--- src/design/fsq_pkg.sv ---
package fsq_pkg;

    // Command codes written on the data bus
    localparam logic [7:0] CMD_PROG_SETUP   = 8'h40;
    localparam logic [7:0] CMD_PROG_SETUP2  = 8'h10;
    localparam logic [7:0] CMD_ERASE_SETUP  = 8'h20;
    localparam logic [7:0] CMD_CONFIRM      = 8'hd0;
    localparam logic [7:0] CMD_SUSPEND      = 8'hb0;
    localparam logic [7:0] CMD_READ_ARRAY   = 8'hff;
    localparam logic [7:0] CMD_CLEAR_STATUS = 8'h50;

    // Status word bit positions
    localparam int BIT_READY     = 7;
    localparam int BIT_ERASE_SUS = 6;
    localparam int BIT_ERASE_ERR = 5;
    localparam int BIT_PROG_ERR  = 4;
    localparam int BIT_SUPPLY    = 3;
    localparam int BIT_PROG_SUS  = 2;
    localparam int BIT_LOCKED    = 1;

    // Controller register offsets (word index on the software port)
    localparam logic [3:0] REG_CTRL   = 4'h0;
    localparam logic [3:0] REG_ADDR   = 4'h1;
    localparam logic [3:0] REG_DATA   = 4'h2;
    localparam logic [3:0] REG_STATUS = 4'h3;
    localparam logic [3:0] REG_RDATA  = 4'h4;
    localparam logic [3:0] REG_CFG    = 4'h5;

    // Operation codes written to the control register
    localparam logic [2:0] OP_PROGRAM = 3'h1;
    localparam logic [2:0] OP_ERASE   = 3'h2;
    localparam logic [2:0] OP_SUSPEND = 3'h3;
    localparam logic [2:0] OP_RESUME  = 3'h4;
    localparam logic [2:0] OP_READ    = 3'h5;
    localparam logic [2:0] OP_CLEAR   = 3'h6;
    localparam logic [2:0] OP_POLL    = 3'h7;

    // Pin timing in ns, turned into cycles at 100 MHz
    localparam int CLK_NS       = 10;
    localparam int STROBE_NS    = 70;
    localparam int STROBE_CYC   = (STROBE_NS + CLK_NS - 1) / CLK_NS;
    localparam int SAMPLE_NS    = 90;
    localparam int SAMPLE_CYC   = (SAMPLE_NS + CLK_NS - 1) / CLK_NS;

endpackage : fsq_pkg

--- src/design/fsq_sync.sv ---
`timescale 1ns/1ns
`default_nettype none
module fsq_sync #(
    parameter int WIDTH = 16
) (
    // Clock and reset
    input  wire logic             clk,
    input  wire logic             rst_b,
    // Pin side and clean side
    input  wire logic [WIDTH-1:0] pin,
    output logic      [WIDTH-1:0] clean
);
    logic [WIDTH-1:0] s1;   // First stage, read only by s2
    logic [WIDTH-1:0] s2;   // Second stage
    logic [WIDTH-1:0] s3;   // Third stage

    // Three-stage capture
    always_ff @(posedge clk or negedge rst_b) begin
        if (!rst_b) begin
            s1 <= '0;
            s2 <= '0;
            s3 <= '0;
        end else begin
            s1 <= pin;
            s2 <= s1;
            s3 <= s2;
        end
    end

    // Accept a change once stages two and three agree
    always_ff @(posedge clk or negedge rst_b) begin
        if (!rst_b) begin
            clean <= '0;
        end else begin
            clean <= (s2 == s3) ? s3 : clean;
        end
    end
endmodule : fsq_sync
`default_nettype wire

--- src/design/fsq_timer.sv ---
`timescale 1ns/1ns
`default_nettype none
module fsq_timer #(
    parameter int WIDTH = 8
) (
    // Clock and reset
    input  wire logic             clk,
    input  wire logic             rst_b,
    // Load and expiry
    input  wire logic             load,
    input  wire logic [WIDTH-1:0] count,
    output logic                  done
);
    logic [WIDTH-1:0] remain;   // Cycles left

    // Down counter, done while zero and not loading
    always_ff @(posedge clk or negedge rst_b) begin
        if (!rst_b) begin
            remain <= '0;
        end else if (load) begin
            remain <= count;
        end else if (remain != '0) begin
            remain <= remain - 1'b1;
        end
    end

    assign done = (remain == '0) && !load;
endmodule : fsq_timer
`default_nettype wire

--- src/design/fsq_host.sv ---
`timescale 1ns/1ns
`default_nettype none
module fsq_host #(
    parameter int AW = 21,
    parameter int DW = 16
) (
    // Clock and reset
    input  wire logic          CORE_CLK,
    input  wire logic          RST_B,
    // Software port
    input  wire logic [3:0]    REG_ADDR,
    input  wire logic [31:0]   REG_WDATA,
    input  wire logic          REG_WR,
    input  wire logic          REG_RD,
    output logic      [31:0]   REG_RDATA,
    // Flash control pins
    output logic               FL_CE_B,
    output logic               FL_OE_B,
    output logic               FL_WE_B,
    output logic [AW-1:0]      FL_ADDR,
    // Flash data bus, three signals
    input  wire logic [DW-1:0] FL_DQ_IN,
    output logic      [DW-1:0] FL_DQ_OUT,
    output logic               FL_DQ_OE
);
    if (AW < 2 || AW > 31 || DW < 8 || DW > 32) begin : g_bad_width
        $error("fsq_host: bus width out of range");
    end

    ////////////////////////////////////////////////////////////////////////
    // State and storage

    typedef enum logic [3:0] {
        S_IDLE, S_WR1, S_WR2, S_POLL, S_RDARR, S_DONE
    } fsq_state_t;

    fsq_state_t       state;        // Sequencer state
    fsq_state_t       next_state;
    logic [2:0]       op;           // Current operation
    logic [AW-1:0]    addr;         // Target address
    logic [DW-1:0]    wdata;        // Word to program
    logic [DW-1:0]    rdata;        // Last array word read
    logic [7:0]       status;       // Last status sampled
    logic             busy_bank;    // Bank with an operation open
    logic             op_open;      // Program or erase not yet finished
    logic             suspended;    // Operation suspended
    logic             bottom_boot;  // Boot variant
    logic [AW-1:0]    bank_split;   // First address of the upper bank
    logic             need_clear;   // Supply low seen, clear required
    logic             err;          // Request refused
    logic [1:0]       phase;        // Cycle phase inside a strobe
    logic [DW-1:0]    dq_in;        // Synchronised data bus

    ////////////////////////////////////////////////////////////////////////
    // Decoding

    function automatic logic bank_of(input logic [AW-1:0] a, input logic [AW-1:0] split);
        bank_of = (a >= split);
    endfunction : bank_of

    wire wr_ctrl   = REG_WR && (REG_ADDR == fsq_pkg::REG_CTRL);
    wire [2:0] req = REG_WDATA[2:0];
    wire query_rd  = REG_WDATA[3];
    wire req_bank  = bank_of(addr, bank_split);
    // The bank allowed to be busy during query reads
    wire query_ok  = !op_open || (bottom_boot && busy_bank == 1'b1);
    // array reads keep away from the bank of an open operation
    wire read_ok   = !op_open || (req_bank != busy_bank);
    wire strobe_end;

    fsq_sync #(.WIDTH(DW)) u_sync (
        .clk   (CORE_CLK),
        .rst_b (RST_B),
        .pin   (FL_DQ_IN),
        .clean (dq_in)
    );

    fsq_timer #(.WIDTH(8)) u_timer (
        .clk   (CORE_CLK),
        .rst_b (RST_B),
        .load  (phase == 2'd0 && state != S_IDLE && state != S_DONE),
        .count (8'(fsq_pkg::SAMPLE_CYC)),
        .done  (strobe_end)
    );

    ////////////////////////////////////////////////////////////////////////
    // Request acceptance

    // a suspend may cut into a running poll
    wire can_start = (state == S_IDLE) || (state == S_POLL && req == fsq_pkg::OP_SUSPEND
                     && (op == fsq_pkg::OP_PROGRAM || op == fsq_pkg::OP_ERASE));
    wire start_ok  =
        // refuse array reads from the busy bank
        !(req == fsq_pkg::OP_READ && !read_ok) &&
        !(need_clear && (req == fsq_pkg::OP_PROGRAM || req == fsq_pkg::OP_ERASE)) &&
        // query reads gated by boot variant
        !(req == fsq_pkg::OP_READ && query_rd && !query_ok) &&
        !((req == fsq_pkg::OP_PROGRAM || req == fsq_pkg::OP_ERASE) && op_open) &&
        !((req == fsq_pkg::OP_SUSPEND) && (!op_open || suspended)) &&
        !((req == fsq_pkg::OP_RESUME) && !suspended);

    // Sequencer transitions
    always_comb begin
        next_state = state;
        unique case (state)
            S_IDLE:  if (wr_ctrl && start_ok && req != 3'h0) begin
                         next_state = (req == fsq_pkg::OP_POLL) ? S_POLL : S_WR1;
                     end
            S_WR1:   if (strobe_end) begin
                         next_state = (op == fsq_pkg::OP_PROGRAM || op == fsq_pkg::OP_ERASE)
                                      ? S_WR2 : (op == fsq_pkg::OP_READ) ? S_RDARR : S_POLL;
                     end
            S_WR2:   if (strobe_end) begin
                         next_state = S_POLL;
                     end
            S_POLL:  if (wr_ctrl && can_start && start_ok) begin
                         next_state = S_WR1;
                     end else if (strobe_end) begin
                         next_state = (dq_in[fsq_pkg::BIT_READY]) ? S_DONE : S_POLL;
                     end
            S_RDARR: if (strobe_end) begin
                         next_state = S_DONE;
                     end
            S_DONE:  next_state = S_IDLE;
            default: next_state = S_IDLE;
        endcase
    end

    always_ff @(posedge CORE_CLK or negedge RST_B) begin
        if (!RST_B) begin
            state <= S_IDLE;
        end else begin
            state <= next_state;
        end
    end

    // Phase counter within one pin cycle
    always_ff @(posedge CORE_CLK or negedge RST_B) begin
        if (!RST_B) begin
            phase <= 2'd0;
        end else if (state != next_state || state == S_IDLE || state == S_DONE) begin
            phase <= 2'd0;
        end else if (strobe_end) begin
            phase <= 2'd0;
        end else if (phase != 2'd3) begin
            phase <= phase + 2'd1;
        end
    end

    ////////////////////////////////////////////////////////////////////////
    // Request capture and bookkeeping

    always_ff @(posedge CORE_CLK or negedge RST_B) begin
        if (!RST_B) begin
            op          <= 3'h0;
            addr        <= '0;
            wdata       <= '0;
            bottom_boot <= 1'b0;
            bank_split  <= '0;
            err         <= 1'b0;
        end else begin
            if (REG_WR && REG_ADDR == fsq_pkg::REG_ADDR) addr <= REG_WDATA[AW-1:0];
            if (REG_WR && REG_ADDR == fsq_pkg::REG_DATA) wdata <= REG_WDATA[DW-1:0];
            if (REG_WR && REG_ADDR == fsq_pkg::REG_CFG) begin
                bottom_boot <= REG_WDATA[0];
                bank_split  <= REG_WDATA[AW:1];
            end
            if (wr_ctrl && can_start) begin
                op  <= req;
                err <= !start_ok;
            end
        end
    end

    // Operation tracking: open, suspended, busy bank, supply-low memory
    always_ff @(posedge CORE_CLK or negedge RST_B) begin
        if (!RST_B) begin
            op_open    <= 1'b0;
            suspended  <= 1'b0;
            busy_bank  <= 1'b0;
            need_clear <= 1'b0;
        end else begin
            if (wr_ctrl && can_start && start_ok) begin
                if (req == fsq_pkg::OP_PROGRAM || req == fsq_pkg::OP_ERASE) begin
                    op_open   <= 1'b1;
                    busy_bank <= req_bank;
                end
                if (req == fsq_pkg::OP_RESUME) suspended <= 1'b0;
                if (req == fsq_pkg::OP_CLEAR) need_clear <= 1'b0;
            end
            if (state == S_POLL && strobe_end && dq_in[fsq_pkg::BIT_READY]) begin
                // suspended only when flag reads 1
                if (op == fsq_pkg::OP_SUSPEND) begin
                    suspended <= dq_in[fsq_pkg::BIT_PROG_SUS] | dq_in[fsq_pkg::BIT_ERASE_SUS];
                    op_open   <= dq_in[fsq_pkg::BIT_PROG_SUS] | dq_in[fsq_pkg::BIT_ERASE_SUS];
                end else if (op != fsq_pkg::OP_CLEAR) begin
                    op_open <= 1'b0;
                end
                if (dq_in[fsq_pkg::BIT_SUPPLY]) need_clear <= 1'b1;
            end
        end
    end

    // Sampled status and array data
    always_ff @(posedge CORE_CLK or negedge RST_B) begin
        if (!RST_B) begin
            status <= 8'h80;
            rdata  <= '0;
        end else begin
            if (state == S_POLL && strobe_end) status <= dq_in[7:0];
            if (state == S_RDARR && strobe_end) rdata <= dq_in;
        end
    end

    ////////////////////////////////////////////////////////////////////////
    // Pin drive

    wire in_strobe = (state != S_IDLE) && (state != S_DONE) && (phase != 2'd0);
    wire [7:0] wr1_code =
        (op == fsq_pkg::OP_PROGRAM) ? fsq_pkg::CMD_PROG_SETUP :
        (op == fsq_pkg::OP_ERASE)   ? fsq_pkg::CMD_ERASE_SETUP :
        (op == fsq_pkg::OP_SUSPEND) ? fsq_pkg::CMD_SUSPEND :
        (op == fsq_pkg::OP_RESUME)  ? fsq_pkg::CMD_CONFIRM :
        (op == fsq_pkg::OP_CLEAR)   ? fsq_pkg::CMD_CLEAR_STATUS : fsq_pkg::CMD_READ_ARRAY;

    always_ff @(posedge CORE_CLK or negedge RST_B) begin
        if (!RST_B) begin
            FL_CE_B   <= 1'b1;
            FL_OE_B   <= 1'b1;
            FL_WE_B   <= 1'b1;
            FL_ADDR   <= '0;
            FL_DQ_OUT <= '0;
            FL_DQ_OE  <= 1'b0;
        end else begin
            FL_CE_B  <= !in_strobe;
            FL_OE_B  <= !(in_strobe && (state == S_POLL || state == S_RDARR));
            // write strobe for commands and data
            FL_WE_B  <= !(in_strobe && (state == S_WR1 || state == S_WR2) && phase != 2'd3);
            FL_DQ_OE <= (state == S_WR1 || state == S_WR2) && phase != 2'd0;
            FL_DQ_OUT <= (state == S_WR2)
                       ? ((op == fsq_pkg::OP_PROGRAM) ? wdata : DW'(fsq_pkg::CMD_CONFIRM))
                       : DW'(wr1_code);
            // drive the target address register in every state, polls included
            FL_ADDR  <= addr;
        end
    end

    ////////////////////////////////////////////////////////////////////////
    // Software read port

    wire [31:0] rd_mux =
        (REG_ADDR == fsq_pkg::REG_STATUS) ?
            {18'h0, need_clear, busy_bank, suspended, op_open, err,
             (state == S_IDLE), status} :
        (REG_ADDR == fsq_pkg::REG_RDATA)  ? 32'(rdata) :
        (REG_ADDR == fsq_pkg::REG_ADDR)   ? 32'(addr) :
        (REG_ADDR == fsq_pkg::REG_CTRL)   ? {29'h0, op} : 32'h0;

    always_ff @(posedge CORE_CLK or negedge RST_B) begin
        if (!RST_B) begin
            REG_RDATA <= 32'h0;
        end else begin
            REG_RDATA <= REG_RD ? rd_mux : 32'h0;
        end
    end

    ////////////////////////////////////////////////////////////////////////
    // Checks

    oe_toggle_a: assert property (@(posedge CORE_CLK) disable iff (!RST_B)
        (state == S_POLL && strobe_end) |=> ##[1:2] FL_OE_B)
        else $error("output enable not released between polls");

    // no program start while supply low pending
    supply_clear_a: assert property (@(posedge CORE_CLK) disable iff (!RST_B)
        (need_clear && op_open == 1'b0) |=> !(op_open && !$past(op_open)))
        else $error("operation started with supply low pending");

    // data never driven while output enable low
    bus_fight_a: assert property (@(posedge CORE_CLK) disable iff (!RST_B)
        !(FL_DQ_OE && !FL_OE_B))
        else $error("data bus driven during read");

    suspend_seen_a: assert property (@(posedge CORE_CLK) disable iff (!RST_B)
        $rose(suspended) |-> $past(dq_in[fsq_pkg::BIT_READY]))
        else $error("suspend recorded without ready");

    resume_clear_a: assert property (@(posedge CORE_CLK) disable iff (!RST_B)
        (wr_ctrl && can_start && start_ok && req == fsq_pkg::OP_RESUME) |=> !suspended)
        else $error("resume left suspension set");

    query_gate_a: assert property (@(posedge CORE_CLK) disable iff (!RST_B)
        (wr_ctrl && can_start && req == fsq_pkg::OP_READ && query_rd && !query_ok)
        |=> state == S_IDLE)
        else $error("query read started while disallowed");

    erase_pair_a: assert property (@(posedge CORE_CLK) disable iff (!RST_B)
        (state == S_WR1 && op == fsq_pkg::OP_ERASE && strobe_end) |=> state == S_WR2)
        else $error("erase confirm missing");

    ready_first_a: assert property (@(posedge CORE_CLK) disable iff (!RST_B)
        (state == S_POLL && $past(state) == S_POLL && strobe_end && !dq_in[fsq_pkg::BIT_READY])
        |=> state == S_POLL || (state == S_WR1 && op == fsq_pkg::OP_SUSPEND))
        else $error("poll ended while busy");
endmodule : fsq_host
`default_nettype wire

--- config.mk ---
export PLATFORM = sky130hd
export DESIGN_NAME = fsq_host
export DESIGN_NICKNAME = d
export VERILOG_FILES = /design/src/design/fsq_pkg.sv /design/src/design/fsq_sync.sv /design/src/design/fsq_timer.sv /design/src/design/fsq_host.sv
export SDC_FILE = /design/constraint.sdc
export NUM_CORES = 1
export LEC_CHECK = 0
export BUFFER_PORTS_ARGS = -buffer_cell sky130_fd_sc_hd__buf_2
export CAP_MARGIN = 20
export CORE_MARGIN = 10
export CORE_UTILIZATION = 35
export DETAILED_ROUTE_END_ITERATION = 10
export PLACE_DENSITY = 0.55
export SYNTH_ARGS = -nofsm -noshare
export SYNTH_HDL_FRONTEND = slang
export SYNTH_SLANG_ARGS = --single-unit
--- constraint.sdc ---
create_clock -name CORE_CLK -period 2.68 [get_ports CORE_CLK]
set_clock_uncertainty 0.1 [all_clocks]
set_input_delay 0 -clock CORE_CLK [delete_from_list [all_inputs] [get_ports CORE_CLK]]
set_output_delay 0 -clock CORE_CLK [all_outputs]
set_load 0.01 [all_outputs]
==> flow_summary.ini <==
[floorplanning]
core_area_um2 = 26100
dieWidth_um = 183
die_h_um = 183
boundaryPins = 129
dieArea_um2 = 33600
fp-row-count = 59
initial_utilization = 0.357

[detailed_routing]
postRouteWirelength_um = 21000
ant_nets = 0
dr.pass1.iters = 7
drt_iter0_markers = 291
drc = 0
wl_per_cell_um = 16.9
via_per_inst = 4.78
num_vias = 5921

[global_routing]
grt_pass1_wl_um = 34300
grt_start_max_net_pins = 76
grt_use_total = 0.126
grt_pass1_vias = 6253
overflow = 0
grt_antenna_before_repair = 0

[sta]
fin_ws_ns = 0.0885
fin_crit_sh = 0.967
max_freq_mhz = 386
finalCriticalPeriod_ns = 2.59
tightest_slew_ns = 0.616
rsz0062_at_grt = true
drv_slew = 0
finalHoldViolCount = 0
setup_viol = 0
relSlewSlack = 0.586

[finish]
fin_util = 0.457
drive_gt1_frac = 0.340
area_growth_pct = 27.8
antenna-diode-count = 0
fill_cells = 2408
nNetsFinal = 966
final_area_um2 = 11900

[critical_path]
crit_fanout = 4
cp.required_ns = 3.01
cp-end-kind = flip-flop
critPathLaunchType = flip-flop
crit_arrival_ns = 2.92
path_class = flip-flop to flip-flop

[synth]
synthCells = 685
synthFlopType = dfrtp_1
async_flop_share = 1.00
synthTopCellsByArea = dfrtp_1 (61%), mux2_2 (11%), ha_1 (3.2%)
ys_top_cells_by_count = dfrtp_1 (227), mux2_2 (90), inv_1 (32)
yosysUniqueCellTypes = 72
yosysWarnings = 0
synth-edff-count = 0
synth-seq-cells = 231
yosysMostFrequentCell = dfrtp_1
synth_top_cell_by_area = dfrtp_1
yosysSeqAreaShare = 0.619
synth.cell_area_um2 = 9340
synth_area_per_cell_um2 = 13.6
synth.top_cell.area_share = 0.608

[placed_design]
place_congestion = 0.766
port_buffers = 107
pre_cts_ws_ns = 0.126
place_area_um2 = 10400
dp_hpwl_um = 15000

[cts]
numCtsBuffers = 26
post-cts-setup-buffers = 0
numClockSinks = 231
cts_root_buffer = clkbuf_16
clk_pin_slew_worst_paths_ns = 0.06
clk_path_buf_depth = 3
ctsHtreeMaxLevel = 1
worstSkewPairLatency_ns = 0.53
cts_tree = done

[run]
drv_cap = 0

[outcome]
status = finished, final reports clean

[power_and_ir_drop]
power.density_nw_per_um2 = 759
p_leak_nw = 5.74
worst_ir_drop_vdd_uv = 372

[min_path]
min_path_type = input port to flip-flop
-- kinds of logic (layout without fill, tap and decap cells) --
kind of cell / Yosys count / in the layout / share of synthesized area
xor gates and xnor gates: 24 / 24 / 0.0225
AOI/OAI and AO/OA: 87 / 87 / 0.0667
buffers and inverters: 67 / 276 / 0.0336
muxes: 102 / 102 / 0.127
and+or+nand+nor: 149 / 149 / 0.0986
adders and majority gates: 24 / 24 / 0.0321
DFF: 231 / 231 / 0.619
other: 1 / 12 / 0.000401
-- state kept, by name (all words and copies together) (netlist names), 3 cells and up --
register,flops
op,3
wdata,16
FL_ADDR,21
status,8
state,4
u_sync.s3,16
u_sync.clean,16
rdata,16
u_sync.s1,16
REG_RDATA,21
bank_split,21
u_sync.s2,16
addr,21
FL_DQ_OUT,16
u_timer.remain,8
-- layout by cell type (no fill, tap or decap), types with 3 or more instances in the layout --
cell           netlist  layout
dfrtp_1            227     227
buf_2                4     106
mux2_2              90      90
dlygate4sd3_1        0      61
inv_1               32      32
nand2_1             26      26
clkbuf_16            0      26
buf_4               11      26
ha_1                24      24
nor2_1              21      21
a21oi_1             19      19
xor2_1              19      19
o21ai_0             17      17
and2_1              16      16
nor2b_1             16      16
a222oi_1            14      14
conb_1               1      12
nor3_1              10      10
mux2_4              10      10
nand3_1              9       9
nor4_1               8       8
clkbuf_8             0       8
clkinv_2             0       7
nand2b_1             6       6
a21o_1               5       5
xnor2_1              5       5
dfstp_2              4       4
a22oi_1              4       4
a31oi_1              3       3
nand4_1              3       3
or4_1                3       3
or2_2                3       3
buf_12               1       3
-- area by class of cell --
cell class | instances | area, µm² | share of cell area
multi-input combinational | 398 | 3310 | 0.277
tap | 335 | 419 | 0.0351
clock buffer | 35 | 764 | 0.0641
sequential | 231 | 5790 | 0.485
timing repair buffer | 197 | 1410 | 0.118
clock inverter | 12 | 129 | 0.0108
inverter | 32 | 120 | 0.0101
-- path summary, 6_finish.rpt --
path                                   start           end  slack, ns  cells after the start
worst max-delay path                addr[20]     suspended       0.09                      8
worst min-delay path             FL_DQ_IN[0]  u_sync.s1[0]       0.02                      2
worst max register to register      addr[20]     suspended       0.09                      8
worst min register to register  u_sync.s1[0]  u_sync.s2[0]       0.24                      0
max in group asynchronous              RST_B     status[7]       1.14                      4
min in group asynchronous              RST_B  FL_DQ_OUT[5]       0.48                      3
-- metrics by stage --
stage / TNS [ns] / hold WS [ns] / total power (W) / cells
2_1_floorplan: 0 / -0.396 / 0.00490 / 696
3_3_place_gp: 0 / -0.0695 / 0.00543 / 1132
3_5_place_dp: 0 / -0.0654 / 0.00546 / 1132
4_1_cts: 0 / 0.00378 / 0.00919 / 1240
5_1_grt: -0.0684 / 0.0231 / 0.00955 / 1240
6_report: 0 / 0.0233 / 0.00906 / 1240
-- layer usage --
| metal | vias to the layer above | GRT usage | share of wire | wire length, µm |
|---|---|---|---|---|
| li1 | 2815 | - | - | - |
| met3 | 29 | 0.0271 | 0.053 | 1120 |
| met1 | 2961 | 0.159 | 0.44 | 9320 |
| met5 | - | 0 | 0 | 0 |
| met4 | 0 | 0.0308 | 0.017 | 361 |
| met2 | 116 | 0.214 | 0.49 | 10200 |
-- where the power goes --
part | switching, W | total [W] | internal [W] | leakage (nW)
registers | 0.000249 | 0.00413 | 0.00388 | 2.91
clock network | 0.00141 | 0.00360 | 0.00219 | 0.450
logic | 0.000675 | 0.00133 | 0.000651 | 2.38
total | 0.00233 | 0.00906 | 0.00673 | 5.74
-- repair_timing --
item | in CTS | in global routing
resized for setup | 0 | 3
endpoints found under the hold margin | 330 | 0
endpoints found under the setup margin | 0 | 3
hold buffers | 61 | 0
-- worst max-delay path, cell delays in order (launching register included) --
cell and delay (ns):
dfrtp_1 0.41, ha_1 0.32, nand3_1 0.15, nor3_1 0.50, and2_1 0.23, a221oi_2 0.07
o211ai_1 0.32, a21oi_1 0.16, o31ai_1 0.24
Note: power is estimated with default switching activity, not from simulation.
